$ cat config.mk
export PLATFORM = sky130hd
export DESIGN_NAME = csfr_top
export DESIGN_NICKNAME = d
export VERILOG_FILES = /design/src/verilog/csfr_pkg.sv /design/src/verilog/csfr_alu_flags.sv /design/src/verilog/csfr_irq.sv /design/src/verilog/csfr_top.sv
export SDC_FILE = /design/constraint.sdc
export NUM_CORES = 1
export LEC_CHECK = 0
export BUFFER_PORTS_ARGS = -buffer_cell sky130_fd_sc_hd__clkbuf_2
export CAP_MARGIN = 25
export CORE_AREA = 2 2 79 81
export CTS_CLUSTER_DIAMETER = 200
export DETAILED_ROUTE_END_ITERATION = 16
export DIE_AREA = 0 0 81 83
export PLACE_DENSITY = 0.81
export SETUP_SLACK_MARGIN = 0.2
export SYNTH_ARGS = -nofsm -noshare
export SYNTH_HDL_FRONTEND = slang
export SYNTH_SLANG_ARGS = --single-unit
export TNS_END_PERCENT = 100
$ cat constraint.sdc
create_clock -name CLK_I -period 3.25 [get_ports CLK_I]
set_clock_uncertainty 0.15 [all_clocks]
set_input_delay 0.1625 -clock CLK_I [delete_from_list [all_inputs] [get_ports CLK_I]]
set_output_delay 0.1625 -clock CLK_I [all_outputs]
set_load 0.01 [all_outputs]
$ cat src/verilog/csfr_pkg.sv
// Package: constants and types of the cpu status flag register block
`default_nettype none
package csfr_pkg;

   // Data widths
   localparam int DATA_W = 8;
   localparam int NIB_W = 4;
   localparam int APB_AW = 12;
   localparam int APB_DW = 32;

   // Flag bit positions inside the processor flags byte
   localparam int BIT_C = 0;
   localparam int BIT_NIB = 1;
   localparam int BIT_Z = 2;
   localparam int BIT_WRAP = 3;
   localparam int BIT_HALT = 4;
   localparam int BIT_WDT = 5;
   localparam int ARITH_W = 4;

   // Reset values
   localparam logic [ARITH_W-1:0] ARITH_RST = 4'h0;
   localparam logic SYS_FLAG_RST = 1'b0;

   // Register byte offsets on the bus
   localparam logic [APB_AW-1:0] OFS_FLAGS = 12'h000;
   localparam logic [APB_AW-1:0] OFS_IRQ_STAT = 12'h004;
   localparam logic [APB_AW-1:0] OFS_IRQ_MASK = 12'h008;

   // Interrupt status layout
   localparam int IRQ_W = 3;
   localparam int IRQ_WDT = 0;
   localparam int IRQ_HALT = 1;
   localparam int IRQ_WRAP = 2;
   localparam logic [IRQ_W-1:0] IRQ_RST = 3'h0;

   // Operation codes presented by the execution unit
   typedef enum logic [3:0] {
      OP_NONE = 4'h0,
      OP_ADD = 4'h1,
      OP_ADC = 4'h2,
      OP_SUB = 4'h3,
      OP_SBC = 4'h4,
      OP_AND = 4'h5,
      OP_OR = 4'h6,
      OP_XOR = 4'h7,
      OP_RLC = 4'h8,
      OP_RRC = 4'h9
   } csfr_op_t;

   // Word-aligned address match
   function automatic logic csfr_hit(input logic [APB_AW-1:0] a, input logic [APB_AW-1:0] ofs);
      return a[APB_AW-1:2] == ofs[APB_AW-1:2];
   endfunction : csfr_hit

endpackage : csfr_pkg
`default_nettype wire

$ cat src/verilog/csfr_alu_flags.sv
// Result and flag computation for one operation of the execution unit
`timescale 1ns/1ps
`default_nettype none
module csfr_alu_flags
   import csfr_pkg::*;
#(
   parameter int W = DATA_W // Operand width
) (
   input wire csfr_op_t op_i, // Operation code
   input wire logic [W-1:0] a_i, // First operand
   input wire logic [W-1:0] b_i, // Second operand
   input wire logic cin_i, // Current carry flag
   output logic [W-1:0] res_o, // Result byte
   output logic c_o, // New carry
   output logic nib_o, // New nibble carry
   output logic z_o, // New null result
   output logic wrap_o, // New sign wrap
   output logic upd_c_o, // Carry affected
   output logic upd_nib_o, // Nibble carry affected
   output logic upd_z_o, // Null result affected
   output logic upd_wrap_o // Sign wrap affected
);

   logic [W-1:0] opb;
   logic cin_add;
   logic [W:0] sum;
   logic [NIB_W:0] lo_sum;
   logic [W-1:0] msb_in;

   // Subtraction adds the inverted operand, so carry out means no borrow
   always_comb begin
      opb = b_i;
      cin_add = 1'b0;
      case (op_i)
         OP_ADC: cin_add = cin_i;
         OP_SUB: begin
            opb = ~b_i;
            cin_add = 1'b1;
         end
         OP_SBC: begin
            opb = ~b_i;
            cin_add = cin_i;
         end
         default: cin_add = 1'b0;
      endcase
   end

   // Full sum, low nibble sum, and sum below the top bit
   assign sum = {1'b0, a_i} + {1'b0, opb} + {{W{1'b0}}, cin_add};
   assign lo_sum = {1'b0, a_i[NIB_W-1:0]} + {1'b0, opb[NIB_W-1:0]} + {{NIB_W{1'b0}}, cin_add};
   assign msb_in = {1'b0, a_i[W-2:0]} + {1'b0, opb[W-2:0]} + {{(W-1){1'b0}}, cin_add};

   // Result, flag values and which flags the operation touches
   always_comb begin
      res_o = sum[W-1:0];
      c_o = sum[W];
      nib_o = lo_sum[NIB_W];
      wrap_o = msb_in[W-1] ^ sum[W];
      upd_c_o = 1'b0;
      upd_nib_o = 1'b0;
      upd_z_o = 1'b0;
      upd_wrap_o = 1'b0;
      case (op_i)
         OP_ADD, OP_ADC, OP_SUB, OP_SBC: begin
            upd_c_o = 1'b1;
            upd_nib_o = 1'b1;
            upd_z_o = 1'b1;
            upd_wrap_o = 1'b1;
         end
         OP_AND: begin
            res_o = a_i & b_i;
            upd_z_o = 1'b1;
         end
         OP_OR: begin
            res_o = a_i | b_i;
            upd_z_o = 1'b1;
         end
         OP_XOR: begin
            res_o = a_i ^ b_i;
            upd_z_o = 1'b1;
         end
         OP_RLC: begin
            res_o = {a_i[W-2:0], cin_i};
            c_o = a_i[W-1];
            upd_c_o = 1'b1;
         end
         OP_RRC: begin
            res_o = {cin_i, a_i[W-1:1]};
            c_o = a_i[0];
            upd_c_o = 1'b1;
         end
         default: res_o = a_i;
      endcase
      z_o = (res_o == '0);
   end

endmodule : csfr_alu_flags
`default_nettype wire

$ cat src/verilog/csfr_irq.sv
// Sticky event status with mask and one level interrupt
`timescale 1ns/1ps
`default_nettype none
module csfr_irq
   import csfr_pkg::*;
#(
   parameter int W = IRQ_W // Number of events
) (
   input wire logic clk_i, // Core clock
   input wire logic rstn_i, // Async reset, active low
   input wire logic [W-1:0] evt_i, // Event pulses
   input wire logic clr_we_i, // Status write strobe
   input wire logic [W-1:0] clr_i, // Ones clear status bits
   input wire logic mask_we_i, // Mask write strobe
   input wire logic [W-1:0] mask_i, // New mask value
   output logic [W-1:0] stat_o, // Sticky status
   output logic [W-1:0] mask_o, // Enable mask
   output logic irq_o // Interrupt level
);

   logic [W-1:0] stat_q;
   logic [W-1:0] mask_q;
   logic [W-1:0] clr_d;

   // Write one to clear; a new event in the same cycle survives
   assign clr_d = clr_we_i ? clr_i : '0;

   always_ff @(posedge clk_i or negedge rstn_i) begin
      if (!rstn_i) begin
         stat_q <= IRQ_RST;
      end else begin
         stat_q <= (stat_q & ~clr_d) | evt_i;
      end
   end

   // Mask register
   always_ff @(posedge clk_i or negedge rstn_i) begin
      if (!rstn_i) begin
         mask_q <= IRQ_RST;
      end else if (mask_we_i) begin
         mask_q <= mask_i;
      end
   end

   assign stat_o = stat_q;
   assign mask_o = mask_q;
   assign irq_o = |(stat_q & mask_q);

endmodule : csfr_irq
`default_nettype wire

$ cat src/verilog/csfr_top.sv
// Processor status flag register with bus access and event interrupt
`timescale 1ns/1ps
`default_nettype none

////////////////////////////////////////////////////////////////////////////////
// Function
// - Watchdog time-out sets the watchdog expiry flag, bit 5.
// - Power-up and watchdog kick clear the halt entered flag, bit 4.
// - Halt instruction sets the halt entered flag.
// - Sign wrap flag, bit 3: carry into top bit differs from carry out.
// - Null result flag, bit 2: set on zero result, else cleared.
// - Nibble flag, bit 1: low nibble carry, or no nibble borrow.
// - Carry, bit 0: addition carry out, or subtraction without borrow.
// - Rotate through carry shifts carry in and captures bit shifted out.
// - Software writes never change the watchdog expiry or halt flags.
// - Power-up, watchdog kick and halt clear the watchdog expiry flag.
module csfr_top
   import csfr_pkg::*;
#(
   parameter int W = DATA_W // Data byte width
) (
   input wire logic CLK_I, // Core clock, 25 MHz
   input wire logic RSTN_I, // Async reset, active low
   input wire logic PSEL_I, // APB select
   input wire logic PENABLE_I, // APB enable
   input wire logic PWRITE_I, // APB direction
   input wire logic [APB_AW-1:0] PADDR_I, // APB byte address
   input wire logic [APB_DW-1:0] PWDATA_I, // APB write data
   output logic [APB_DW-1:0] PRDATA_O, // APB read data
   output logic PREADY_O, // APB ready
   output logic PSLVERR_O, // APB error, unmapped
   input wire logic ALU_VALID_I, // Operation executes
   input wire csfr_op_t ALU_OP_I, // Operation code
   input wire logic [W-1:0] ALU_A_I, // First operand
   input wire logic [W-1:0] ALU_B_I, // Second operand
   output logic [W-1:0] ALU_RESULT_O, // Last result
   input wire logic WDT_TIMEOUT_I, // Watchdog expiry pulse
   input wire logic KICK_I, // Watchdog kick pulse
   input wire logic HALT_I, // Halt pulse
   output logic [W-1:0] FLAGS_O, // Flags byte
   output logic IRQ_O // Interrupt level
);

   ////////////////////////////////////////////////////////////////////////////
   // Declarations

   logic [ARITH_W-1:0] arith_q;
   logic [ARITH_W-1:0] arith_d;
   logic wdt_q;
   logic wdt_d;
   logic halt_q;
   logic halt_d;
   logic [W-1:0] result_q;
   logic [APB_DW-1:0] rdata_q;
   logic [APB_DW-1:0] rdata_d;
   logic err_q;

   logic setup;
   logic access;
   logic wr_en;
   logic hit_flags;
   logic hit_stat;
   logic hit_mask;
   logic hit_any;
   logic wr_flags;
   logic wr_stat;
   logic wr_mask;

   logic [W-1:0] alu_res;
   logic alu_c;
   logic alu_nib;
   logic alu_z;
   logic alu_wrap;
   logic upd_c;
   logic upd_nib;
   logic upd_z;
   logic upd_wrap;

   logic [W-1:0] flags;
   logic [IRQ_W-1:0] evt;
   logic [IRQ_W-1:0] irq_stat;
   logic [IRQ_W-1:0] irq_mask;

   ////////////////////////////////////////////////////////////////////////////
   // Register map and behaviour summary
   //
   // Word 0: flags byte; bits 3:0 writable, bits 5:4 read only
   // Word 1: event status, write one to clear
   // Word 2: event enable mask, plain read and write
   // Other words: error response, write dropped, read zero
   //
   // Flags byte layout, low bit first:
   //    carry, nibble carry, null result, sign wrap,
   //    halt entered, watchdog expiry, two zero bits
   //
   // Event vector bits, low bit first:
   //    watchdog expiry, halt entered, operation set sign wrap
   //
   // Same-cycle priorities:
   //    operation over bus write, for the flags it touches
   //    time-out over kick or halt, for the expiry flag
   //    halt over kick, for the halt entered flag
   //    new event over write-one-to-clear, for status bits
   //
   // Timing seen by the core:
   //    flags change on the edge that samples the operation
   //    carry in of ADC, SBC and rotates comes from the stored carry flag,
   //    so back-to-back operations chain their carries
   //
   // Reset: system flags, result, status, mask and read data clear;
   // arithmetic flags also clear, where a real part leaves them open
   //
   // Limitation: read data is taken in the setup cycle, so an
   // operation in the setup cycle is not yet in the returned byte

   ////////////////////////////////////////////////////////////////////////////
   // Bus decode

   // Setup and access phases of a transfer
   assign setup = PSEL_I & ~PENABLE_I;
   assign access = PSEL_I & PENABLE_I;

   // Address decode, shared by read mux and write strobes
   assign hit_flags = csfr_hit(PADDR_I, OFS_FLAGS);
   assign hit_stat = csfr_hit(PADDR_I, OFS_IRQ_STAT);
   assign hit_mask = csfr_hit(PADDR_I, OFS_IRQ_MASK);
   assign hit_any = hit_flags | hit_stat | hit_mask;

   // No register here needs extra time, so ready is tied high; the
   // error flag is the only response that varies by address
   //
   // Zero wait states: every access completes in its first access cycle
   assign PREADY_O = 1'b1;
   assign wr_en = access & PWRITE_I & PREADY_O;

   // Per-register write strobes; an unmapped write raises none of them
   assign wr_flags = wr_en & hit_flags;
   assign wr_stat = wr_en & hit_stat;
   assign wr_mask = wr_en & hit_mask;

   ////////////////////////////////////////////////////////////////////////////
   // Flag computation

   // Carry in for ADC, SBC and rotate is the live carry flag
   // Logic ops and rotates leave the untouched flags as they were
   csfr_alu_flags #(
      .W(W)
   ) u_alu_flags (
      .op_i(ALU_OP_I),
      .a_i(ALU_A_I),
      .b_i(ALU_B_I),
      .cin_i(arith_q[BIT_C]),
      .res_o(alu_res),
      .c_o(alu_c),
      .nib_o(alu_nib),
      .z_o(alu_z),
      .wrap_o(alu_wrap),
      .upd_c_o(upd_c),
      .upd_nib_o(upd_nib),
      .upd_z_o(upd_z),
      .upd_wrap_o(upd_wrap)
   );

   ////////////////////////////////////////////////////////////////////////////
   // Arithmetic flags

   // A bus write loads all four flags at once; software cannot
   // touch the two system flags through this path
   // Next arithmetic flags; an executing operation beats a bus write
   // for the flags it touches, since it is the later instruction effect
   always_comb begin
      arith_d = arith_q;
      if (wr_flags) begin
         arith_d = PWDATA_I[ARITH_W-1:0];
      end
      if (ALU_VALID_I) begin
         if (upd_c) begin
            arith_d[BIT_C] = alu_c;
         end
         if (upd_nib) begin
            arith_d[BIT_NIB] = alu_nib;
         end
         if (upd_z) begin
            arith_d[BIT_Z] = alu_z;
         end
         if (upd_wrap) begin
            arith_d[BIT_WRAP] = alu_wrap;
         end
      end
   end

   // Arithmetic flags have no defined power-up value; zero is used here
   always_ff @(posedge CLK_I or negedge RSTN_I) begin
      if (!RSTN_I) begin
         arith_q <= ARITH_RST;
      end else begin
         arith_q <= arith_d;
      end
   end

   // Result byte of the last operation
   always_ff @(posedge CLK_I or negedge RSTN_I) begin
      if (!RSTN_I) begin
         result_q <= '0;
      end else if (ALU_VALID_I) begin
         result_q <= alu_res;
      end
   end

   ////////////////////////////////////////////////////////////////////////////
   // System flags

   // Both system flags are driven only by core pulses; the pulses are
   // single-cycle and already synchronous to the core clock, so no
   // edge detection is needed and a held pulse simply keeps its effect
   //
   // Watchdog expiry: a time-out wins over a same-cycle kick or halt,
   // so the expiry is never lost
   always_comb begin
      wdt_d = wdt_q;
      if (KICK_I || HALT_I) begin
         wdt_d = 1'b0;
      end
      if (WDT_TIMEOUT_I) begin
         wdt_d = 1'b1;
      end
   end

   // Halt entered: halt wins over a same-cycle kick
   always_comb begin
      halt_d = halt_q;
      if (KICK_I) begin
         halt_d = 1'b0;
      end
      if (HALT_I) begin
         halt_d = 1'b1;
      end
   end

   // Bus writes do not reach these flops at all
   // writes ignored
   always_ff @(posedge CLK_I or negedge RSTN_I) begin
      if (!RSTN_I) begin
         wdt_q <= SYS_FLAG_RST;
         halt_q <= SYS_FLAG_RST;
      end else begin
         wdt_q <= wdt_d;
         halt_q <= halt_d;
      end
   end

   ////////////////////////////////////////////////////////////////////////////
   // Flags byte

   always_comb begin
      flags = '0;
      flags[ARITH_W-1:0] = arith_q;
      flags[BIT_HALT] = halt_q;
      flags[BIT_WDT] = wdt_q;
   end

   // Flags byte and result go straight out from flops
   assign FLAGS_O = flags;
   assign ALU_RESULT_O = result_q;

   ////////////////////////////////////////////////////////////////////////////
   // Interrupts

   // Events: expiry, halt entry and an operation that sets sign wrap
   always_comb begin
      evt = '0;
      evt[IRQ_WDT] = WDT_TIMEOUT_I;
      evt[IRQ_HALT] = HALT_I;
      evt[IRQ_WRAP] = ALU_VALID_I & upd_wrap & alu_wrap;
   end

   // Status and mask share the event vector layout
   csfr_irq #(
      .W(IRQ_W)
   ) u_irq (
      .clk_i(CLK_I),
      .rstn_i(RSTN_I),
      .evt_i(evt),
      .clr_we_i(wr_stat),
      .clr_i(PWDATA_I[IRQ_W-1:0]),
      .mask_we_i(wr_mask),
      .mask_i(PWDATA_I[IRQ_W-1:0]),
      .stat_o(irq_stat),
      .mask_o(irq_mask),
      .irq_o(IRQ_O)
   );

   ////////////////////////////////////////////////////////////////////////////
   // Read data and error

   // Read mux, unused high bits read zero
   always_comb begin
      rdata_d = '0;
      if (hit_flags) begin
         rdata_d[W-1:0] = flags;
      end else if (hit_stat) begin
         rdata_d[IRQ_W-1:0] = irq_stat;
      end else if (hit_mask) begin
         rdata_d[IRQ_W-1:0] = irq_mask;
      end
   end

   // Sampled in the setup cycle so read data comes from a flop; the
   // value is the state as it stood one cycle before the access edge
   always_ff @(posedge CLK_I or negedge RSTN_I) begin
      if (!RSTN_I) begin
         rdata_q <= '0;
      end else if (setup) begin
         rdata_q <= PWRITE_I ? '0 : rdata_d;
      end
   end

   // Unmapped address answered with an error, write dropped
   always_ff @(posedge CLK_I or negedge RSTN_I) begin
      if (!RSTN_I) begin
         err_q <= 1'b0;
      end else if (setup) begin
         err_q <= ~hit_any;
      end
   end

   // Read data from a flop, error qualified by the access phase
   assign PRDATA_O = rdata_q;
   assign PSLVERR_O = access & err_q;

endmodule : csfr_top
`default_nettype wire
==> impl_metrics.toml <==
[outcome]
outcome = "completed"

[synthesis]
ys_seq_area_share_pct = 23.9
ys_types = 58
synthTopCellsByCount = "nand2_1, buf_4, dfrtp_1"
syn_area_um2 = 2830
ys_seq_elements = 27
synth_area_leader_cell = "dfrtp_1"
synth_mux_area_share_pct = 6.51
async_reset_ff_share_pct = 100
yosysMostFrequentCell = "nand2_1"
ys_top_cells_by_area = "dfrtp_1, ha_1, buf_4"
synth_compound_area_share_pct = 20.8
synth_xor_xnor_area_share_pct = 4.65
yosysTopAreaCellShare_pct = 23.9
yosys_most_used_dff = "dfrtp_1"
synth_edf_count = 0
synth_cells = 330
yosys.area_share.simple_pct = 17.6
yosysWarnings = 0
synth_top_family_by_area = "compound AO/OA/AOI/OAI gates"
synthAdderAreaFrac_pct = 11.6
postSynthAreaPerCell_um2 = 8.57

[route]
first_pass_iters = 5
routed_via_density = 5.35
final_antenna_net_count = 0
drc_errors = 0
drt-total-wl_mm = 6.43
routedWlPerCell_um = 13.7
initialDrtViolationCount = 171
via_count = 2502

[grt]
grt_use_total_pct = 18.7
use_met1_pct = 24.7
use_met2_pct = 32.8
busiest_layer = "met2"
grt_pass1_vias = 2302
antenna_found_initial = 0
grt_max_degree = 28
grt_pass1_wl_mm = 10.4
overflow = 0
grt_use_met3_pct = 1.63

[worst_setup_path]
path_common_cell = "fa_2"
path_cells = "o21ai_0 > a21oi_1 > fa_2 > fa_2 > a21o_1 > a21oi_2 > o21ai_2 > xor2_1 > a221oi_2 > o211ai_1 > o22ai_2"
critPathCapture = "arith_q[2]"
max_stage_delay_ns = 0.42
startpoint_type = "register"
crit_required_ns = 3.30
crit_path_start = "arith_q[0]"
r2r_start = "arith_q[0]"
rrSetupSlack_ns = 0.44
crit_fanout = 3
r2r_end = "arith_q[2]"
arrival_ns = 2.86
critical_path_class = "reg -> reg"
rr_worst_depth = 11
slowest_stage = "dfrtp_1"
endpoint_kind = "register"

[die]
coreArea_um2 = 5820
initial_core_util_pct = 48.6
die_w_um = 81
fp.dieH_um = 83
rows = 28
dieArea_um2 = 6720
io_pins = 124

[cts]
clockBufferDepth = 2
root_buffer = "clkbuf_8"
clk_latency_ns = 0.27
cts_resized = 0
cts_max_level = 1
numCtsBuffers = 3
cts_setup_buffers = 0
cts_tree = "done"
path_clk_slew_ns = 0.09
ctsHoldBuffers = 4
clock_sinks = 27

[sta]
report.final.slew_viol_count = 0
hold_violations = 0
maxSlewHeadroom_pct = 55.0
fin_crit_ns = 2.81
rsz0062_at_grt = "no"
finalSetupTns_ns = 0
setup_violations = 0
fin_crit_sh_pct = 86.5
max_freq_mhz = 356
worstMarginPinSlew_ns = 0.674
whs_ns = 0.0173

[pwr]
finalPower_w = 0.000993
leakage_nw = 1.60
p_per_area_nw_per_um2 = 312
ir_drop_v = 0.000159

[cells_and_area]
fin_cells = 468
fin_util_pct = 54.6
multiInputGateArea_um2 = 1860
syn_to_final_growth_pct = 12.4
drive_gt1_share_pct = 27.0
regArea_um2 = 676
nFillCells = 558
n_antenna_cell = 0
fin_nets = 492

[run]
max_cap_violations = 0

[min_path]
hold_class = "in -> reg"

[place]
globalplace.congestion = 0.957
hpwl_mm = 5.16
portBuffers = 64
placed_cells = 460
layout by cell type (no fill, tap or decap), types with 3 or more instances in the layout:
cell	n
and3_1	3
nand3_1	7
a22o_1	6
nand2b_1	5
conb_1	29
clkbuf_2	64
xor2_1	3
dlygate4sd3_1	4
o21ai_1	6
a21o_1	8
xnor2_1	11
nor2b_1	4
nand2_1	37
a21oi_2	4
inv_1	19
dfrtp_1	27
nor3b_2	3
nor2_1	19
buf_4	9
nor3_1	4
a31oi_1	3
o21ai_0	15
a22oi_1	5
mux2i_1	6
a221oi_1	3
clkbuf_8	3
ha_1	23
a21oi_1	9
o41ai_1	3
mux2_2	10
metrics by stage:
step,setup WS [ns],area [µm²]
6_report,0.438,3180
4_1_cts,0.446,3180
2_1_floorplan,0.192,2960
5_1_grt,0.240,3180
3_5_place_dp,0.267,3090
3_3_place_gp,0.326,3090
critical path, delay by kind of cell, from the launching register on:
| kind | cells | cell delay [ns] |
|---|---|---|
| compound gates | 8 | 1.28 |
| xor+xnor | 1 | 0.16 |
| fa+ha+maj | 2 | 0.73 |
| flops | 1 | 0.42 |
kinds of logic (layout without fill, tap and decap cells):
family,Yosys count,in the layout
and+or+nand+nor,97,97
AOI/OAI and AO/OA,83,83
buffers and inverters,64,100
DFF,27,27
adders and majority gates,25,25
muxes,17,17
xor gates and xnor gates,15,15
other,2,29
metal layers:
metal | part of all wire (%) | wire [µm]
met3 | 6.4 | 410
met1 | 43 | 2740
met5 | 0 | 0
met2 | 50 | 3200
met4 | 1.1 | 71
final cells by class:
class	instances	area share (%)
Clock buffer	4	1.42
Inverter	19	2.24
Multi-Input combinational cell	266	58.7
Sequential cell	27	21.3
Tap cell	75	2.95
Timing Repair Buffer	77	13.5
sequential cells by signal, summed over array words and instances, names as in the netlist:
name          flops
ALU_RESULT_O      8
PRDATA_O          6
arith_q           4
err_q             1
halt_q            1
u_irq.mask_o      3
u_irq.stat_o      3
wdt_q             1
worst min-delay path by stage:
stage / start / endpoint / cells past startpoint
floorplan: RSTN_I / ALU_RESULT_O[0] / 0
global placement: RSTN_I / PRDATA_O[3] / 1
detailed placement: RSTN_I / PRDATA_O[3] / 1
CTS: KICK_I / halt_q / 3
global route: PWDATA_I[1] / u_irq.mask_o[1] / 2
finish: PWDATA_I[1] / u_irq.mask_o[1] / 2
power by group:
part | switching (W) | internal, W | leakage (nW) | total, W
Clock | 0.0000976 | 0.0000876 | 0.0228 | 0.000185
Sequential | 0.0000253 | 0.000368 | 0.330 | 0.000393
Combinational | 0.000234 | 0.000180 | 1.24 | 0.000414
Total | 0.000357 | 0.000636 | 1.60 | 0.000993
No activity file was read; power rests on OpenSTA's default activity.
